<file path="src/rtl/mwo_params.svh">
// Constants for the monitor, watchdog and OTP configuration bank.
// Assumes nothing; included by the package and the bank module.
`ifndef MWO_PARAMS_SVH
`define MWO_PARAMS_SVH

`define MWO_MCLK_MHZ 10
`define MWO_AW 8
`define MWO_DW 16

`define MWO_ADDR_GAIN 8'h29
`define MWO_ADDR_MON1 8'h2B
`define MWO_ADDR_MON2 8'h2C
`define MWO_ADDR_MON3 8'h2D
`define MWO_ADDR_WDOG 8'h2E
`define MWO_ADDR_SCRATCH 8'h36
`define MWO_ADDR_OTP 8'h48

`define MWO_RST_GAIN 16'h0000
`define MWO_RST_MON1 16'h4002
`define MWO_RST_MON2 16'h1101
`define MWO_RST_MON3 16'h003B
`define MWO_RST_WDOG 16'h0000
`define MWO_RST_SCRATCH 16'h0000

`define MWO_MASK_GAIN 16'h8FFF
`define MWO_MASK_MON1 16'hFFFF
`define MWO_MASK_MON2 16'hFFFF
`define MWO_MASK_MON3 16'h01FB
`define MWO_MASK_WDOG 16'h003F

`define MWO_OTP_VER_BIT 4
`define MWO_OTP_ACC_HI 3
`define MWO_OTP_ACC_LO 1
`define MWO_OTP_PRG_BIT 0
`define MWO_OTP_KEY1 3'h2
`define MWO_OTP_KEY2 3'h1
`define MWO_OTP_KEY3 3'h4
`define MWO_OTP_OPEN 3'h7

`define MWO_WD_UNIT_US 500
`define MWO_WD_FAULTS 2'h3
`define MWO_SHUNT_DEG_TENTHS_US0 20
`define MWO_SHUNT_DEG_TENTHS_US1 40
`define MWO_SHUNT_DEG_TENTHS_US2 60
`define MWO_SHUNT_DEG_TENTHS_US3 100

`endif

</file>
<file path="src/rtl/mwo_pkg.sv">
// Types shared by the monitor, watchdog and OTP configuration bank.
// Assumes the constant header is on the include path.
`include "mwo_params.svh"

package mwo_pkg;
   typedef enum logic [1:0] {
      mwo_unlock_idle,
      mwo_unlock_one,
      mwo_unlock_two,
      mwo_unlock_open
   } mwo_unlock_t;

   typedef struct packed {
      logic [15:0] gain;
      logic [15:0] mon1;
      logic [15:0] mon2;
      logic [15:0] mon3;
      logic [15:0] wdog;
      logic [15:0] scratch;
      mwo_unlock_t unlock;
      logic otp_prg;
      logic otp_ver;
      logic otp_crc_fail;
      logic bootstrap_undervolt_flag_flag;
      logic wd_fault_flag;
      logic [19:0] wd_count;
      logic [1:0] wd_faults;
      logic [15:0] rdata;
      logic [1:0] bst_sync;
   } mwo_state_t;
endpackage

</file>
<file path="src/rtl/mwo_config.sv">
// Monitor, watchdog and user OTP configuration bank with its register port.
// Assumes a serial front end that turns frames into one-cycle read and write
// strobes on mclk, and an OTP engine that pulses done on mclk.
//
// Function
// - Divider select: clear half, set eighth
// - Gain codes decode; eight and above give forty
// - Gain fields writable at any time
// - Drain overvoltage level decode, reset 01b
// - Supply mode bits: warning or fault
// - Bootstrap undervoltage flag live or latched
// - Latched bootstrap mode picks warning or fault
// - Bootstrap level bit picks 4.2V/7.2V
// - Two-bit modes: warn, fault, reserved, silent
// - Blanking and deglitch selects with reset values
// - Gate level bit picks 5.7V/7.7V
// - Shunt level codes 50 to 500mV
// - Shunt deglitch codes 2 to 10us
// - Watchdog fault: pin low, optional shutdown
// - Optional three-fault count before report
// - Service by mapped read or scratch write, per mode bit
// - Window select sets lower and upper times
// - Scratch register; its write is a service in write mode
// - Unlock sequence 2,1,4 reads back seven
// - Program bit cleared when programming ends
// - Verify runs CRC, flags failure
`timescale 1ns/100ps

`include "mwo_params.svh"

module mwo_config
   import mwo_pkg::*;
#(
   parameter int WD_UNIT_CYC = `MWO_WD_UNIT_US * `MWO_MCLK_MHZ
) (
   input wire logic mclk,
   input wire logic rstn,
   input wire logic [7:0] reg_addr,
   input wire logic [15:0] reg_wdata,
   input wire logic reg_wr,
   input wire logic reg_rd,
   output logic reg_hit,
   output logic [15:0] reg_rdata,
   input wire logic bootstrap_undervolt_flag_detect,
   input wire logic fault_clear,
   input wire logic otp_prog_done,
   input wire logic otp_verify_done,
   input wire logic otp_crc_ok,
   output logic ref_divider_select,
   output logic [5:0] amp_gain_phase1,
   output logic [5:0] amp_gain_phase2,
   output logic [5:0] amp_gain_phase3,
   output logic [9:0] drain_ov_threshold_dv,
   output logic [7:0] supply_fault_mode,
   output logic [6:0] bootstrap_uv_threshold_dv,
   output logic bootstrap_undervolt_flag,
   output logic bootstrap_uv_fault,
   output logic power_undervolt_warn_level,
   output logic [1:0] power_overvolt_level,
   output logic [2:0] monitor_report,
   output logic [2:0] monitor_shutdown,
   output logic [2:0] drain_source_oc_blanking,
   output logic [2:0] drain_source_oc_deglitch,
   output logic [2:0] gate_source_blanking,
   output logic [2:0] gate_source_deglitch,
   output logic [6:0] gate_source_threshold_dv,
   output logic [9:0] shunt_oc_threshold_mv,
   output logic [7:0] shunt_oc_deglitch_cycles,
   output logic watchdog_fault_flag,
   output logic fault_indicator_pin_n,
   output logic watchdog_gate_shutdown,
   output logic otp_program_start,
   output logic otp_verify_start,
   output logic otp_crc_fail_flag
);

   localparam logic [19:0] WD_UNIT = 20'(WD_UNIT_CYC);
   localparam logic [7:0] DEG_DIV = 8'(10 / `MWO_MCLK_MHZ);

   mwo_state_t st;
   mwo_state_t next_st;

   // Gain code to gain value; undefined codes saturate at forty
   function automatic logic [5:0] gain_of(input logic [3:0] code);
      case (code)
         4'h0: gain_of = 6'd5;
         4'h1: gain_of = 6'd10;
         4'h2: gain_of = 6'd12;
         4'h3: gain_of = 6'd16;
         4'h4: gain_of = 6'd20;
         4'h5: gain_of = 6'd23;
         4'h6: gain_of = 6'd25;
         4'h7: gain_of = 6'd30;
         default: gain_of = 6'd40;
      endcase
   endfunction

   // Two-bit monitor mode: {report, shutdown}; reserved code reports only
   function automatic logic [1:0] mode_of(input logic [1:0] code);
      case (code)
         2'h0: mode_of = 2'b10;
         2'h1: mode_of = 2'b11;
         2'h3: mode_of = 2'b00;
         default: mode_of = 2'b10;
      endcase
   endfunction

   function automatic logic is_addr(input logic [7:0] a);
      is_addr = (a == `MWO_ADDR_GAIN) || (a == `MWO_ADDR_MON1) ||
         (a == `MWO_ADDR_MON2) || (a == `MWO_ADDR_MON3) ||
         (a == `MWO_ADDR_WDOG) || (a == `MWO_ADDR_SCRATCH) ||
         (a == `MWO_ADDR_OTP);
   endfunction

   logic wr_gain;
   logic wr_mon1;
   logic wr_mon2;
   logic wr_mon3;
   logic wr_wdog;
   logic wr_scratch;
   logic wr_otp;
   logic service;
   logic wd_on;
   logic [19:0] wd_low;
   logic [19:0] wd_high;
   logic wd_event;
   logic [2:0] acc;
   logic bst_live;
   logic [1:0] m_ds;
   logic [1:0] m_gs;
   logic [1:0] m_sh;

   assign reg_hit = is_addr(reg_addr);
   assign wr_gain = reg_wr && (reg_addr == `MWO_ADDR_GAIN);
   assign wr_mon1 = reg_wr && (reg_addr == `MWO_ADDR_MON1);
   assign wr_mon2 = reg_wr && (reg_addr == `MWO_ADDR_MON2);
   assign wr_mon3 = reg_wr && (reg_addr == `MWO_ADDR_MON3);
   assign wr_wdog = reg_wr && (reg_addr == `MWO_ADDR_WDOG);
   assign wr_scratch = reg_wr && (reg_addr == `MWO_ADDR_SCRATCH);
   assign wr_otp = reg_wr && (reg_addr == `MWO_ADDR_OTP);
   assign acc = reg_wdata[`MWO_OTP_ACC_HI:`MWO_OTP_ACC_LO];
   assign bst_live = st.bst_sync[1];

   // Service source follows the mode bit; a read to an unmapped address is no service
   assign service = st.wdog[3] ? wr_scratch : (reg_rd && reg_hit);
   assign wd_on = st.wdog[0];

   // Window lengths scale from one half-millisecond unit
   always_comb begin
      case (st.wdog[2:1])
         2'h0: begin
            wd_low = WD_UNIT;
            wd_high = 20'(WD_UNIT * 20);
         end
         2'h1: begin
            wd_low = 20'(WD_UNIT * 2);
            wd_high = 20'(WD_UNIT * 40);
         end
         default: begin
            wd_low = 20'(WD_UNIT * 4);
            wd_high = 20'(WD_UNIT * 80);
         end
      endcase
   end

   // A service inside the lower window or a silent upper window is a fault
   assign wd_event = wd_on && ((service && (st.wd_count < wd_low)) ||
      (!service && (st.wd_count >= wd_high - 20'd1)));

   always_comb begin
      next_st = st;
      next_st.bst_sync = {st.bst_sync[0], bootstrap_undervolt_flag_detect};
      next_st.rdata = st.rdata;

      // Gain fields take writes regardless of drive activity
      if (wr_gain) begin
         next_st.gain = reg_wdata & `MWO_MASK_GAIN;
      end
      if (wr_mon1) begin
         next_st.mon1 = reg_wdata & `MWO_MASK_MON1;
      end
      if (wr_mon2) begin
         next_st.mon2 = reg_wdata & `MWO_MASK_MON2;
      end
      if (wr_mon3) begin
         next_st.mon3 = reg_wdata & `MWO_MASK_MON3;
      end
      if (wr_wdog) begin
         next_st.wdog = reg_wdata & `MWO_MASK_WDOG;
      end
      if (wr_scratch) begin
         next_st.scratch = reg_wdata;
      end

      // Unlock sequence; a wrong key that equals the first key restarts at step one
      if (wr_otp) begin
         case (st.unlock)
            mwo_unlock_idle: begin
               next_st.unlock = (acc == `MWO_OTP_KEY1) ? mwo_unlock_one : mwo_unlock_idle;
            end
            mwo_unlock_one: begin
               if (acc == `MWO_OTP_KEY2) begin
                  next_st.unlock = mwo_unlock_two;
               end else begin
                  next_st.unlock = (acc == `MWO_OTP_KEY1) ? mwo_unlock_one : mwo_unlock_idle;
               end
            end
            mwo_unlock_two: begin
               if (acc == `MWO_OTP_KEY3) begin
                  next_st.unlock = mwo_unlock_open;
               end else begin
                  next_st.unlock = (acc == `MWO_OTP_KEY1) ? mwo_unlock_one : mwo_unlock_idle;
               end
            end
            default: begin
               next_st.unlock = mwo_unlock_idle;
            end
         endcase
      end

      // Program only when open; verify wins if both are asked for at once
      if (wr_otp && reg_wdata[`MWO_OTP_VER_BIT] && !st.otp_prg) begin
         next_st.otp_ver = 1'b1;
         next_st.otp_crc_fail = 1'b0;
      end else if (st.otp_ver && otp_verify_done) begin
         next_st.otp_ver = 1'b0;
         next_st.otp_crc_fail = !otp_crc_ok;
      end
      if (wr_otp && reg_wdata[`MWO_OTP_PRG_BIT] && !reg_wdata[`MWO_OTP_VER_BIT] &&
         st.unlock == mwo_unlock_open && !st.otp_ver) begin
         next_st.otp_prg = 1'b1;
      end else if (st.otp_prg && otp_prog_done) begin
         next_st.otp_prg = 1'b0;
      end

      // Bootstrap flag: live copy, or sticky until cleared with the condition gone
      if (!st.mon1[11]) begin
         next_st.bootstrap_undervolt_flag_flag = bst_live;
      end else if (bst_live) begin
         next_st.bootstrap_undervolt_flag_flag = 1'b1;
      end else if (fault_clear) begin
         next_st.bootstrap_undervolt_flag_flag = 1'b0;
      end

      // Watchdog timer and consecutive-fault counter
      if (!wd_on) begin
         next_st.wd_count = '0;
         next_st.wd_faults = '0;
      end else if (service || wd_event) begin
         next_st.wd_count = '0;
      end else begin
         next_st.wd_count = st.wd_count + 20'd1;
      end
      if (wd_event) begin
         if (!st.wdog[4]) begin
            next_st.wd_fault_flag = 1'b1;
         end else if (st.wd_faults == `MWO_WD_FAULTS - 2'd1) begin
            next_st.wd_fault_flag = 1'b1;
            next_st.wd_faults = '0;
         end else begin
            next_st.wd_faults = st.wd_faults + 2'd1;
         end
      end else if (wd_on && service) begin
         next_st.wd_faults = '0;
      end
      // A fault in the clearing cycle survives the clear
      if (fault_clear && !wd_event) begin
         next_st.wd_fault_flag = 1'b0;
      end

      // Read data is captured on the strobe; unmapped reads return zero
      if (reg_rd) begin
         case (reg_addr)
            `MWO_ADDR_GAIN: next_st.rdata = st.gain;
            `MWO_ADDR_MON1: next_st.rdata = st.mon1;
            `MWO_ADDR_MON2: next_st.rdata = st.mon2;
            `MWO_ADDR_MON3: next_st.rdata = st.mon3;
            `MWO_ADDR_WDOG: next_st.rdata = st.wdog;
            `MWO_ADDR_SCRATCH: next_st.rdata = st.scratch;
            `MWO_ADDR_OTP: begin
               next_st.rdata = '0;
               next_st.rdata[`MWO_OTP_VER_BIT] = st.otp_ver;
               next_st.rdata[`MWO_OTP_ACC_HI:`MWO_OTP_ACC_LO] =
                  (st.unlock == mwo_unlock_open) ? `MWO_OTP_OPEN : 3'h0;
            end
            default: next_st.rdata = '0;
         endcase
      end
   end

   always_ff @(posedge mclk or negedge rstn) begin
      if (!rstn) begin
         st <= '0;
         st.gain <= `MWO_RST_GAIN;
         st.mon1 <= `MWO_RST_MON1;
         st.mon2 <= `MWO_RST_MON2;
         st.mon3 <= `MWO_RST_MON3;
         st.wdog <= `MWO_RST_WDOG;
         st.scratch <= `MWO_RST_SCRATCH;
         st.unlock <= mwo_unlock_idle;
      end else begin
         st <= next_st;
      end
   end

   assign reg_rdata = st.rdata;

   assign ref_divider_select = st.gain[15];
   assign amp_gain_phase1 = gain_of(st.gain[11:8]);
   assign amp_gain_phase2 = gain_of(st.gain[7:4]);
   assign amp_gain_phase3 = gain_of(st.gain[3:0]);

   // Thresholds are reported in tenths of a volt
   always_comb begin
      case (st.mon1[15:14])
         2'h0: drain_ov_threshold_dv = 10'd295;
         2'h1: drain_ov_threshold_dv = 10'd345;
         default: drain_ov_threshold_dv = 10'd535;
      endcase
   end

   // Bit order: drain, bst ov, digital ov, gate ov, gate uv, pump ov, pump uv, power ov
   assign supply_fault_mode = {st.mon1[13], st.mon1[12], st.mon1[8], st.mon1[7],
      st.mon1[6], st.mon1[5], st.mon1[4], st.mon1[0]};
   assign bootstrap_uv_threshold_dv = st.mon1[9] ? 7'd72 : 7'd42;
   assign bootstrap_undervolt_flag = st.bootstrap_undervolt_flag_flag;
   // Mode bit only counts once the flag is latching
   assign bootstrap_uv_fault = st.mon1[11] && st.mon1[10] && st.bootstrap_undervolt_flag_flag;
   assign power_undervolt_warn_level = st.mon1[3];
   assign power_overvolt_level = st.mon1[2:1];

   // Index 0 drain-source, 1 gate-source, 2 shunt
   assign m_ds = mode_of(st.mon2[15:14]);
   assign m_gs = mode_of(st.mon2[7:6]);
   assign m_sh = mode_of(st.mon3[7:6]);
   assign monitor_report = {m_sh[1], m_gs[1], m_ds[1]};
   assign monitor_shutdown = {m_sh[0], m_gs[0], m_ds[0]};
   assign drain_source_oc_blanking = st.mon2[13:11];
   assign drain_source_oc_deglitch = st.mon2[10:8];
   assign gate_source_blanking = st.mon2[5:3];
   assign gate_source_deglitch = st.mon2[2:0];
   assign gate_source_threshold_dv = st.mon3[8] ? 7'd77 : 7'd57;

   always_comb begin
      case (st.mon3[5:3])
         3'h0: shunt_oc_threshold_mv = 10'd50;
         3'h1: shunt_oc_threshold_mv = 10'd75;
         3'h2: shunt_oc_threshold_mv = 10'd100;
         3'h3: shunt_oc_threshold_mv = 10'd125;
         3'h4: shunt_oc_threshold_mv = 10'd150;
         3'h5: shunt_oc_threshold_mv = 10'd200;
         3'h6: shunt_oc_threshold_mv = 10'd300;
         default: shunt_oc_threshold_mv = 10'd500;
      endcase
   end

   // Deglitch held in tenths of a microsecond, turned into mclk cycles
   always_comb begin
      case (st.mon3[1:0])
         2'h0: shunt_oc_deglitch_cycles = 8'(`MWO_SHUNT_DEG_TENTHS_US0) / DEG_DIV;
         2'h1: shunt_oc_deglitch_cycles = 8'(`MWO_SHUNT_DEG_TENTHS_US1) / DEG_DIV;
         2'h2: shunt_oc_deglitch_cycles = 8'(`MWO_SHUNT_DEG_TENTHS_US2) / DEG_DIV;
         default: shunt_oc_deglitch_cycles = 8'(`MWO_SHUNT_DEG_TENTHS_US3) / DEG_DIV;
      endcase
   end

   assign watchdog_fault_flag = st.wd_fault_flag;
   // Pin always reports; shutdown only in fault mode
   assign fault_indicator_pin_n = !st.wd_fault_flag;
   assign watchdog_gate_shutdown = st.wd_fault_flag && st.wdog[5];
   assign otp_program_start = st.otp_prg;
   assign otp_verify_start = st.otp_ver;
   assign otp_crc_fail_flag = st.otp_crc_fail;

endmodule // mwo_config

</file>
<file path="config.mk">
export PLATFORM = sky130hd
export DESIGN_NAME = mwo_config
export DESIGN_NICKNAME = d
export VERILOG_FILES = /design/src/rtl/mwo_pkg.sv /design/src/rtl/mwo_config.sv
export VERILOG_INCLUDE_DIRS = /design/src /design/src/rtl
export SDC_FILE = /design/constraint.sdc
export NUM_CORES = 1
export LEC_CHECK = 0
export BUFFER_PORTS_ARGS = -buffer_cell sky130_fd_sc_hd__buf_2
export CORE_MARGIN = 4
export CORE_UTILIZATION = 37
export CTS_CLUSTER_DIAMETER = 150
export CTS_CLUSTER_SIZE = 10
export DETAILED_ROUTE_END_ITERATION = 8
export PLACE_DENSITY_LB_ADDON = 0.25
export SLEW_MARGIN = 20
export SYNTH_ARGS = -nofsm -noshare
export SYNTH_HDL_FRONTEND = slang
export SYNTH_SLANG_ARGS = --single-unit
</file>
<file path="constraint.sdc">
create_clock -name mclk -period 2.91 [get_ports mclk]
set_clock_uncertainty 0.15 [all_clocks]
set_input_delay 0.4365 -clock mclk [delete_from_list [all_inputs] [get_ports mclk]]
set_output_delay 0.4365 -clock mclk [all_outputs]
set_load 0.03 [all_outputs]
</file>
* After elaboration in Yosys (flattened, before gate mapping)
Memory sizes are Yosys's and may differ from the RTL's.
Cells that the tools add are included.
** Word-level totals
- Register bits :: 122
- Bits in read-only memories :: 120
- Bits of input ports :: 33
- Output and inout bits :: 115
- Logic and storage cells :: 142
- Memories :: 3
** Cells by class
- Add/subtract/negate cells :: 3
- Order comparisons :: 2
- Eq/ne operators :: 32
- Multiplexer cells :: 38
- Reduce and logical (&&, ||, !) cells :: 48
** Memory list
- (name not given) :: words 8, bits a word 5, rd ports 1, clocked after Yosys merged registers in 0, write ports 0, RTL line mwo_config.sv:85 : case (code)
- (name not given) :: words 8, bits a word 5, rd ports 1, clocked after Yosys merged registers in 0, write ports 0, RTL line mwo_config.sv:85
- (name not given) :: words 8, bits a word 5, rd ports 1, clocked after Yosys merged registers in 0, write ports 0, RTL line mwo_config.sv:85
** Operators by type and width (number)
- $pmux W16 S7 :: 1
- $pmux W9 S7 :: 1
- $eq A8 B6 Y1 const B :: 6
- $mux W20 :: 2
- $pmux W19 S2 :: 1
- $pmux W15 S2 :: 1
- $logic_and A1 B1 Y1 :: 24
- $pmux W7 S3 :: 1
- $add A20 B1 Y20 const B :: 1
- $ge A20 B20 Y1 :: 1
- $lt A20 B20 Y1 :: 1
- $pmux W10 S2 :: 1
- $sub A20 B1 Y20 const B :: 1
- $mux W2 :: 9
- $mux W6 :: 3
- $eq A2 B1 Y1 const B :: 7
- $eq A2 B2 Y1 const B :: 7
- $mux W7 :: 2
- $eq A3 B3 Y1 const B :: 4
- $pmux W2 S2 :: 3
- $mux W1 :: 11
- $eq A3 B2 Y1 const B :: 3
- $eq A8 B7 Y1 const B :: 1
- $logic_not A2 Y1 :: 4
- other kinds (11) :: 27

* Logic depth before layout (Yosys ltp)
Gate-level depths: netlist of run 1.
- Word-level depth :: 17
- Depth in mapped cells :: 11
- Depth with buffers taken out :: 10

* Worst setup path before layout of run 1
No wires, ideal clock.
- Kind :: input port to flip-flop
- Start :: input reg_addr[2]
- End :: register st (netlist bit watchdog_fault_flag)
- Library setup time :: 0.101 ns
- Arrival time :: 2.522 ns
- Data required time :: 2.659 ns
- Slack :: 0.137 ns
- Stages on the path :: 6
- Cell sequence :: buf_2 or4b_2 o32ai_1 a32oi_1 mux2_2 o32ai_1
** Between the ends
- Word-level cells in the longest chain between the ends :: 17
** Ends and longest elaborated chain
- start, declared :: RTL line mwo_config.sv:38 : input wire logic [7:0] reg_addr,
- $eq A8 B6 Y1
- $logic_or A1 B1 Y1 (5 in a row) :: RTL line mwo_config.sv:109 : is_addr = (a == `MWO_ADDR_GAIN) || (a == `MWO_ADDR_MON1) ||
- $logic_or A1 B1 Y1 (*) :: RTL line mwo_config.sv:109
- via reg_hit :: RTL line mwo_config.sv:42 : output logic reg_hit,
- $logic_and A1 B1 Y1 (*) :: RTL line mwo_config.sv:145 : assign service = st.wdog[3] ? wr_scratch : (reg_rd && reg_hit);
- $mux W1 (*) :: RTL line mwo_config.sv:145
- $logic_not A1 Y1 :: RTL line mwo_config.sv:168 : (!service && (st.wd_count >= wd_high - 20'd1)));
- $logic_and A1 B1 Y1 :: RTL line mwo_config.sv:168
- $logic_or A1 B1 Y1 (*) :: RTL line mwo_config.sv:167 : assign wd_event = wd_on && ((service && (st.wd_count < wd_low)) ||
- $logic_and A1 B1 Y1 (*) :: RTL line mwo_config.sv:167
- $logic_not A1 Y1 :: RTL line mwo_config.sv:267 : if (fault_clear && !wd_event) begin
- $logic_and A1 B1 Y1 :: RTL line mwo_config.sv:267
- $ne A3 B1 Y1 (no source line) / $reduce_bool A2 Y1 (equally long branches)
- $reduce_and A2 Y1 (no source line)
- end signal, assigned :: RTL line mwo_config.sv:302 : st <= next_st;
- end, declared :: RTL line mwo_config.sv:80 : mwo_state_t st;
Mark *: on every way through the listed nets, which the timed path passes. The rest lies on a longest branch.
A chain may end at the register's enable or synchronous reset.

* Final worst setup path of run 1
- Start :: register st[65] in the netlist's numbering
- End :: register st (netlist bit watchdog_fault_flag)
** Between the ends
- Word-level cells in the longest chain between the ends :: 11
** Ends and longest elaborated chain
- $eq A2 B1 Y1 / $logic_not A2 Y1 (equally long branches) :: RTL line mwo_config.sv:150 : case (st.wdog[2:1])
- $pmux W19 S2 :: RTL line mwo_config.sv:150
- $sub A20 B1 Y20 :: RTL line mwo_config.sv:168
- $ge A20 B20 Y1 :: RTL line mwo_config.sv:168
- $logic_and A1 B1 Y1 :: RTL line mwo_config.sv:168
- $logic_or A1 B1 Y1 (*) :: RTL line mwo_config.sv:167
- $logic_and A1 B1 Y1 (*) :: RTL line mwo_config.sv:167
- $logic_not A1 Y1 :: RTL line mwo_config.sv:267
- $logic_and A1 B1 Y1 :: RTL line mwo_config.sv:267
- $ne A3 B1 Y1 (no source line) / $reduce_bool A2 Y1 (equally long branches)
- $reduce_and A2 Y1 (no source line)
Every way passes the cells marked *; elsewhere a longest branch is shown, timed or not.

==> results.md, run 1 <==
* Reg2Reg Launch Point: st[65]
* Setup TNS at 0 ps
* Pwr dens at 565 mW/mm²
* Clock Tree Root: clkbuf_16
* I/O Pins at 148
* Hold Path Stages at 2
* Critical path depth in cells at 9
* Initial drt markers at 305
* Status: finished, final reports clean
* DIE HEIGHT at 146 µm
* Worst-Skew Late Latency at 410 ps
* VDD IR max at 401 µV
* Crit path cell chain: inv_1 -> buf_4 -> ha_1 -> nand2_1 -> nor4_2 -> nand4_1 -> and3_1 -> mux2_2 -> o32ai_1
* Number of vias per cell at 5.16
* P&R area growth vs syn at 18.3%
* Inserted Diodes at 0
* MaxCap Viol Count at 0
* R2R setup slack at 220 ps
* Buf/Inv on CP at 2
* First-pass GRT wire length at 29,800 µm
* Setup bufs post-CTS at 0
* Final Worst Setup Slack at 223 ps
* Pre-CTS WS at 154 ps
* Number of flops mapped to enable cells by yosys at 0
* Slew headroom at 53.3%
* Chip Width at 146 µm
* Register area share after synthesis at 43.8%
* Most frequent cells in the layout: buf_2 (133), dfrtp_1 (112), nor2_1 (81)
* Critical Path AT at 2850 ps
* Max Fclk at 372 MHz
* GRT Residual Overflow at 0
* Synthesized area at 0.00700 mm²
* Yosys reg bits at 122
* CP delay by family, top: simple AND/OR/NAND/NOR gates
* Hold Path Origin: otp_prog_done
* # fillers at 1,782
* RSZ-0062 raised after global routing: no
* Port Buf Inserts at 134
* Hold Path Class: primary input to flip-flop
* CTS tree: built
* Die ar. at 0.0212 mm²
* Min Clock Period, post-route at 2690 ps
* Slowest CP cell: dfrtp_1
* Final net count at 869
* Global router's overall resource usage at 17.7%
* Clock Tree Buf Depth at 2
* Detailed placer's ending HPWL at 13,700 µm
* Slew @ Worst Pin at 700 ps
* CP startpoint kind: flip-flop
* Pleak at 4.09 nW
* DRT Pass-1 Iters at 5
* Syn avg cell area at 10.1 µm²
* Vias in the first global route at 5,263
* Routed WL per cell at 17.8 µm
* Placer Congestion at 0.837
* Largest net degree at the start of global routing at 46
* H-tree levels at 4
* Kind of critical path: flip-flop to flip-flop
* Sink Count at 122
* Yosys warns at 0
* Period utilization at 92.3%
* Via count at 5,374
* Initial Util at 37.6%
* Synth Flop Type: dfrtp_1
* Worst-path maximum fanout at 9
* CTS Buf Count at 17
* CP required at 3070 ps
* Area of the multi-input gates at 0.00334 mm²
* Worst stage delay on the critical path at 500 ps
* Initial antenna violation count at 0
* Final Setup Violations at 0
* CP Capture Type: flip-flop
* Hold Path End: otp_program_start
* Worst-path clk slew at 50 ps
* Post-route ant nets at 0
* Fraction of registers with async set/reset at 100%
* Pins over their slew limit at 0
* Commonest non-fill, non-tap cell in the layout: buf_2
* Core area at 0.0186 mm²
* Mapped Cells at 693
* R2R depth at 9
* Storage element area at 0.00307 mm²
* DRC Markers at 0
* Worst Setup SP: st[65]
* Reg2reg end: watchdog_fault_flag
* Site Rows at 50
* Fin. Hold Viols at 0
* Drt total wl at 18,500 µm
* Netlist cell types at 60
* Share of post-route cells with drive strength above 1 at 33.5%
==> power breakdown <==
part	switching (mW)	internal, mW
clock	0.804	1.38
sequential	0.0923	1.78
combinational	0.426	0.202
total	1.32	3.36
==> per-layer routing <==
metal	GRT usage, %	share of wire [%]
met4	4.99	1.3
met2	27.3	45
met3	4.80	5.7
met5	0	0
met1	24.7	48
==> cells by family after synthesis <==
group | share of synthesized area, %
fa+ha+maj | 7.50
xor+xnor | 2.50
mux | 11.7
compound gates | 11.0
flops | 43.8
other cells | 0.107
simple gates | 13.7
buf+inv | 9.77
==> cell type report <==
cell class / instances / area share [%]
well taps: 234 / 3.53
flip-flops and latches: 122 / 37.0
repair buffers: 154 / 10.3
inverters: 31 / 1.40
multi-input cells: 468 / 40.4
clock inverters: 13 / 2.04
clock buffers: 19 / 5.35
==> sequential cells by signal (all words and copies together), names as in the netlist <==
name	count
gate_source_blanking	3
next_st	1
drain_source_oc_deglitch	3
power_overvolt_level	2
ref_divider_select	1
power_undervolt_warn_level	1
otp_crc_fail_flag	1
bst_live	1
reg_rdata	16
gate_source_deglitch	3
bootstrap_undervolt_flag	1
watchdog_fault_flag	1
supply_fault_mode	8
otp_program_start	1
st	75
otp_verify_start	1
drain_source_oc_blanking	3
==> synthesized netlist by cell type (3+ instances only) <==
| cell type | count | share of area, % |
|---|---|---|
| nand4_1 | 6 | 0.54 |
| nor2b_1 | 12 | 1.1 |
| a211oi_1 | 3 | 0.32 |
| buf_4 | 62 | 6.6 |
| dfrtp_1 | 112 | 40 |
| inv_1 | 31 | 1.7 |
| xnor2_1 | 9 | 1.1 |
| ha_1 | 42 | 7.5 |
| a22oi_1 | 11 | 1.2 |
| a211o_1 | 5 | 0.63 |
| or2_2 | 3 | 0.27 |
| a22o_1 | 4 | 0.50 |
| o21bai_1 | 3 | 0.32 |
| dfstp_2 | 10 | 3.8 |
| mux2i_1 | 13 | 1.9 |
| mux2_2 | 61 | 9.8 |
| xor2_1 | 11 | 1.4 |
| nand2_1 | 53 | 2.8 |
| buf_2 | 4 | 0.29 |
| nand3_1 | 8 | 0.57 |
| o32ai_1 | 4 | 0.50 |
| a21oi_1 | 26 | 1.9 |
| nor3_1 | 3 | 0.21 |
| nor2_1 | 81 | 4.3 |
| nor4_1 | 7 | 0.63 |
| clkbuf_1 | 17 | 0.91 |
| a221oi_1 | 9 | 1.1 |
| a31oi_1 | 9 | 0.80 |
| o21ai_0 | 21 | 1.5 |
| and3_1 | 10 | 0.89 |
| nand4b_1 | 3 | 0.38 |
| a21o_1 | 4 | 0.43 |
==> how the worst max path moves through the flow <==
stage                                      to  slack [ps]
after floorplan           watchdog_fault_flag         140
after global placement    watchdog_fault_flag         170
after detailed placement  watchdog_fault_flag         150
after CTS                 watchdog_fault_flag         170
after global routing      watchdog_fault_flag          50
final                     watchdog_fault_flag         220
==> through the flow <==
step / util [%] / cell area, µm² / total power, mW / hold slack [ps] / std cells
floorplan: - / 7060 / 2.36 / -9.09 / 707
global placement: 40.9 / 7630 / 2.53 / 183 / 1007
detailed placement: 40.9 / 7630 / 2.53 / 187 / 1007
CTS: 44.3 / 8260 / 4.73 / 49.9 / 1041
global route: 44.4 / 8280 / 4.87 / 59.8 / 1041
finish: 44.4 / 8280 / 4.68 / 73.3 / 1041
==> timing repair <==
item,in CTS,in global routing
hold buffers,2,0
setup endpoints to repair,0,3
gates resized for setup,0,4
hold endpoints to repair,34,0
Note: power is estimated with default switching activity, not from simulation.
==> run 2, diff against run 1 <==
BUFFER_PORTS_ARGS = unset   (was -buffer_cell sky130_fd_sc_hd__buf_2)
DONT_BUFFER_PORTS = 1   (was unset)
==> run 2 against run 1 <==
Effect of this change:
- the run now ends with negative hold slack left
- die area unchanged
- cell area decreased by 7.5%
- sequential cell count did not move
- via count is 6.0% lower
- first-iteration DRC count grew 17%
- non-clock buffer count is 125 lower
- combinational power down 37%
- worst hold slack worse by 510 ps
- clock power is essentially flat
- critical endpoint unchanged
- largest cell class unchanged
- largest power group unchanged
==> results.md, run 2 (same netlist as run 1, synthesis figures left out) <==
* DRC Markers at 0 (unchanged)
* Clock Tree Root: clkbuf_16 (unchanged)
* Vias in the first global route at 5,123 (was 5,263)
* CTS tree: built (unchanged)
* Largest net degree at the start of global routing at 123 (was 46)
* Drt total wl at 19,600 µm (was 18,500 µm)
* Slew headroom at 47.9% (was 53.3%)
* Initial drt markers at 356 (was 305)
* Fin. Hold Viols at 122 (was 0)
* Inserted Diodes at 0 (unchanged)
* Sw Ratio at 26.7% (was 28.2%)
* Combinational cell fraction of total power at 8.8% (was 13.4%)
* Pint at 3.32 mW (was 3.36 mW)
* Placer Congestion at 0.820 (was 0.837)
* Worst-path clk slew at 60 ps (was 50 ps)
* VDD IR max at 398 µV (was 401 µV)
* Pre-CTS WS at 148 ps (was 154 ps)
* Initial antenna violation count at 1 (was 0)
* Clock Tree Buf Depth at 2 (unchanged)
* CP Capture Type: flip-flop (unchanged)
* Largest register FFs at 75 (unchanged)
* GRT Residual Overflow at 0 (unchanged)
* Die ar. at 0.0212 mm² (unchanged)
* Port Buf Inserts at 0 (was 134)
* Final Worst Setup Slack at 191 ps (was 223 ps)
* Worst-path maximum fanout at 6 (was 9)
* Via count at 5,054 (was 5,374)
* Slew @ Worst Pin at 779 ps (was 700 ps)
* Critical Path AT at 2870 ps (was 2850 ps)
* Final net count at 744 (was 869)
* Pleak at 3.53 nW (was 4.09 nW)
* P&R area growth vs syn at 9.43% (was 18.3%)
* Reg2reg end: watchdog_fault_flag (unchanged)
* Min Clock Period, post-route at 2720 ps (was 2690 ps)
* Clock power frac at 47.8% (was 46.5%)
* Violated checks: negative hold slack
* Pwr dens at 590 mW/mm² (was 565 mW/mm²)
* Post-route ant nets at 0 (unchanged)
* Commonest non-fill, non-tap cell in the layout: dfrtp_1 (was buf_2)
* Period utilization at 93.4% (was 92.3%)
* DRT Pass-1 Iters at 6 (was 5)
* Final Setup Violations at 0 (unchanged)
* Site Rows at 50 (unchanged)
* Share of post-route cells with drive strength above 1 at 19.6% (was 33.5%)
* R2R depth at 9 (unchanged)
* CP required at 3060 ps (was 3070 ps)
* CTS Buf Count at 17 (unchanged)
* Switching power at 1.21 mW (was 1.32 mW)
* Core area at 0.0186 mm² (unchanged)
* Most flop-heavy register: st (unchanged)
* Inst Count DP at 873 (was 1,007)
* Chip Width at 146 µm (unchanged)
* Initial Util at 37.6% (unchanged)
* CP startpoint kind: flip-flop (unchanged)
* MaxCap Viol Count at 0 (unchanged)
* Sink Count at 122 (unchanged)
* Detailed placer's ending HPWL at 14,000 µm (was 13,700 µm)
* RSZ-0062 raised after global routing: no (unchanged)
* Reg2Reg Launch Point: st[65] (unchanged)
* Util after Layout at 41.1% (was 44.4%)
* Kind of critical path: flip-flop to flip-flop (unchanged)
* Max Fclk at 368 MHz (was 372 MHz)
* Status: finished, violations left (was finished, final reports clean)
* First-pass GRT wire length at 30,500 µm (was 29,800 µm)
* Pins over their slew limit at 0 (unchanged)
* Final Non-Filler Cells at 916 (was 1,041)
* Number of vias per cell at 5.52 (was 5.16)
* R2R setup slack at 190 ps (was 220 ps)
* Global router's overall resource usage at 18.5% (was 17.7%)
* Hold Path Class: primary input to asynchronous set/reset pin (was primary input to flip-flop)
* Most frequent cells in the layout: dfrtp_1 (111), nor2_1 (81), mux2_2 (61) (was buf_2 (133), dfrtp_1 (112), nor2_1 (81))
* Min Hold Slack at -433 ps (was 73.3 ps)
* DIE HEIGHT at 146 µm (unchanged)
* H-tree levels at 4 (unchanged)
* I/O Pins at 148 (unchanged)
* Register share of total power at 43.4% (was 40.0%)
* Setup TNS at 0 ps (unchanged)
* Routed WL per cell at 21.4 µm (was 17.8 µm)
* Worst-Skew Late Latency at 410 ps (about the same)
## run 2: cell types whose count changed in the layout (fill, tap and decap cells not counted), sizes merged
cell         delta
clkbuf          +3
clkinv          -1
dlygate4sd3     +9
buf           -134
clkinvlp        -2
## run 2: worst max-delay path by stage
stage / startpoint / end / slack (ps) / cells after the start
6_report: st[65] / watchdog_fault_flag / 190 / 9
5_1_grt: st[65] / watchdog_fault_flag / 7 / 7
4_1_cts: st[64] / watchdog_fault_flag / 110 / 9
3_5_place_dp: st[64] / watchdog_fault_flag / 150 / 9
3_3_place_gp: st[64] / watchdog_fault_flag / 280 / 7
2_1_floorplan: reg_addr[2] / watchdog_fault_flag / 140 / 6
## run 2: worst max-delay path, stage by stage (launching register included)
cell and delay [ps]:
dfrtp_1 430, or2_2 380, inv_1 70, ha_1 230, a31o_2 240, a22o_1 230
nor4_2 140, o31ai_1 100, mux2_2 320, o32ai_1 310
## run 2: layer usage
metal	vias up	routed length, µm	track usage (%)
met1	2548	8650	24.6
met2	186	9340	29.4
met4	2	244	4.27
met3	21	1380	6.14
met5	-	7	0
li1	2297	-	-
## run 2: power groups by stage
stage / combinational [mW] / clock (mW) / sequential, mW
after CTS: 0.395 / 2.21 / 1.96
after floorplan: 0.486 / 0 / 1.87
after global placement: 0.367 / 0 / 1.99
after detailed placement: 0.376 / 0 / 1.99
final: 0.396 / 2.16 / 1.96
after global routing: 0.432 / 2.28 / 1.98
## run 2: timing repair
item | CTS | global route
buffers inserted | 0 | 0
hold buffers | 9 | 2
gates resized for setup | 0 | 4
endpoints found under the hold margin | 148 | 124
setup endpoints to repair | 0 | 1
## run 2: cell type report
cell class	instances	area [µm²]
timing repair buffer	29	245
clock buffer	22	464
sequential	122	3070
inverter	31	116
fill	1810	11000
tap	234	293
multi-input combinational	468	3340
clock inverter	10	141
## run 2: stage by stage
stage | instance area [µm²] | total power [mW]
2_1_floorplan | 7060 | 2.36
3_3_place_gp | 6930 | 2.36
3_5_place_dp | 6930 | 2.37
4_1_cts | 7630 | 4.57
5_1_grt | 7660 | 4.69
6_report | 7660 | 4.53
==> run 3, diff against run 2 <==
--- a/config.mk
+++ b/config.mk
@@ -14,2 +14,3 @@
 export DONT_BUFFER_PORTS = 1
+export HOLD_SLACK_MARGIN = 0.05
 export PLACE_DENSITY_LB_ADDON = 0.25
--- a/constraint.sdc
+++ b/constraint.sdc
@@ -4,2 +4,2 @@
 set_output_delay 0.4365 -clock mclk [all_outputs]
-set_load 0.03 [all_outputs]
+set_load 0.02 [all_outputs]
==> run 3 against run 2 <==
Effect of this change:
- the flow still finishes with violations (negative hold slack)
- via count decreased by 0.51%
- setup slack improved by 16 ps
- critical endpoint unchanged
- register-to-register slack better by 20 ps
- worst hold slack worse by 15 ps
- global-route usage increased by 0.11 points
- cell area increased by 0.47%
- maximum frequency up 0.60%
- non-clock buffer count is 6 higher
- critical path type unchanged
- die area unchanged
==> results.md, run 3 (same netlist as run 1, synthesis figures left out) <==
* I/O Pins at 148 (unchanged)
* Pleak at 3.54 nW (was 3.53 nW)
* Most flop-heavy register: st (unchanged)
* Detailed placer's ending HPWL at 14,000 µm (about the same)
* Commonest non-fill, non-tap cell in the layout: dfrtp_1 (unchanged)
* Port Buf Inserts at 0 (unchanged)
* Sw Ratio at 26.9% (was 26.7%)
* Clock Tree Root: clkbuf_16 (unchanged)
* Chip Width at 146 µm (unchanged)
* Worst-Skew Late Latency at 420 ps (was 410 ps)
* Most frequent cells in the layout: dfrtp_1 (111), nor2_1 (81), mux2_2 (61) (unchanged)
* Vias in the first global route at 5,101 (was 5,123)
* R2R setup slack at 210 ps (was 190 ps)
* Min Clock Period, post-route at 2700 ps (was 2720 ps)
* First-pass GRT wire length at 30,500 µm (about the same)
* Kind of critical path: flip-flop to flip-flop (unchanged)
* CTS tree: built (unchanged)
* Routed WL per cell at 21.1 µm (was 21.4 µm)
* Core area at 0.0186 mm² (unchanged)
* Number of vias per cell at 5.45 (was 5.52)
* Initial drt markers at 331 (was 356)
* Clock power frac at 47.2% (was 47.8%)
* Final Setup Violations at 0 (unchanged)
* DIE HEIGHT at 146 µm (unchanged)
* R2R depth at 9 (unchanged)
* Status: finished, violations left (unchanged)
* Die ar. at 0.0212 mm² (unchanged)
* Fin. Hold Viols at 122 (unchanged)
* Largest net degree at the start of global routing at 123 (unchanged)
* Initial Util at 37.6% (unchanged)
* Site Rows at 50 (unchanged)
* Clock Tree Buf Depth at 2 (unchanged)
* Worst-path maximum fanout at 9 (was 6)
* Pins over their slew limit at 0 (unchanged)
* GRT Residual Overflow at 0 (unchanged)
* Violated checks: negative hold slack (unchanged)
* Cts-stage hold buffer count at 21 (was 9)
* Reg2reg end: watchdog_fault_flag (unchanged)
* Placer Congestion at 0.842 (was 0.820)
* Sink Count at 122 (unchanged)
* CP startpoint kind: flip-flop (unchanged)
* CP Capture Type: flip-flop (unchanged)
* Setup bufs post-CTS at 0 (unchanged)
* DRC Markers at 0 (unchanged)
* RSZ-0062 raised after global routing: no (unchanged)
* Register share of total power at 44.5% (was 43.4%)
* Slew @ Worst Pin at 730 ps (was 779 ps)
* Drt total wl at 19,500 µm (was 19,600 µm)
* Post-route ant nets at 0 (unchanged)
* CP required at 3080 ps (was 3060 ps)
* Worst-path clk slew at 60 ps (about the same)
* Largest register FFs at 75 (unchanged)
* H-tree levels at 4 (unchanged)
* Share of post-route cells with drive strength above 1 at 18.9% (was 19.6%)
* Pint at 3.19 mW (was 3.32 mW)
* P&R area growth vs syn at 9.95% (was 9.43%)
* Inserted Diodes at 0 (unchanged)
* Global router's overall resource usage at 18.6% (was 18.5%)
* Switching power at 1.17 mW (was 1.21 mW)
* VDD IR max at 450 µV (was 398 µV)
* Period utilization at 92.9% (was 93.4%)
* Final net count at 750 (was 744)
* Setup TNS at 0 ps (unchanged)
* Reg2Reg Launch Point: st[65] (unchanged)
* CTS Buf Count at 17 (unchanged)
* Hold Path Class: primary input to asynchronous set/reset pin (unchanged)
* Initial antenna violation count at 1 (unchanged)
* Critical Path AT at 2870 ps (about the same)
* Via count at 5,028 (was 5,054)
* Min Hold Slack at -448 ps (was -433 ps)
* Max Fclk at 370 MHz (was 368 MHz)
* Slew headroom at 51.3% (was 47.9%)
* DRT Pass-1 Iters at 5 (was 6)
* MaxCap Viol Count at 0 (unchanged)
* Pwr dens at 566 mW/mm² (was 590 mW/mm²)
* Combinational cell fraction of total power at 8.4% (was 8.8%)
## run 3: worst max-delay path by stage
stage                startpoint             endpoint  slack [ps]  cells after the start
global placement         st[65]  watchdog_fault_flag         230                      9
floorplan           reg_addr[2]  watchdog_fault_flag         290                      6
detailed placement       st[65]  watchdog_fault_flag         140                      9
finish                   st[65]  watchdog_fault_flag         210                      9
CTS                      st[65]  watchdog_fault_flag          90                      9
global route             st[65]  watchdog_fault_flag          30                      9
## run 3: final cells by class
class                           count  area (µm²)
Tap cell                          234         293
Clock inverter                     11         123
Multi-Input combinational cell    468        3340
Timing Repair Buffer               35         325
Fill cell                        1768       10900
Sequential cell                   122        3070
Inverter                           31         116
Clock buffer                       21         440
## run 3: routing by layer
layer	track usage (%)	up-vias	wire length (µm)
met5	0	-	7
met2	30.0	166	9150
met1	24.4	2532	8760
met4	4.37	2	156
li1	-	2315	-
met3	6.17	13	1400
## run 3: worst max-delay path: stages, from the launching register on
cell	delay (ps)
dfrtp_2	480
or2_2	360
inv_1	70
ha_1	230
a31o_2	240
a22o_1	240
nor4_2	160
o31ai_1	90
mux2_2	310
o32ai_1	280
## run 3: power by group through the flow
stage	Clock [mW]	Combinational [mW]	Sequential, mW
global route	2.18	0.402	1.95
global placement	0	0.312	1.96
detailed placement	0	0.319	1.97
finish	2.05	0.365	1.94
floorplan	0	0.410	1.87
CTS	2.08	0.368	1.94
## run 3: per-stage QoR
step	power (mW)	setup slack (ps)	area [µm²]	std cells	util (%)
2_1_floorplan	2.28	289	7060	707	-
3_3_place_gp	2.27	228	6900	869	37.0
3_5_place_dp	2.29	138	6900	869	37.0
4_1_cts	4.39	92.8	7690	922	41.2
5_1_grt	4.53	30.6	7700	922	41.3
6_report	4.36	207	7700	922	41.3
## run 3: repair_timing
item                                    in CTS  in global routing
hold endpoints to repair                   210                122
gates resized for setup                      0                  3
endpoints found under the setup margin       0                  1
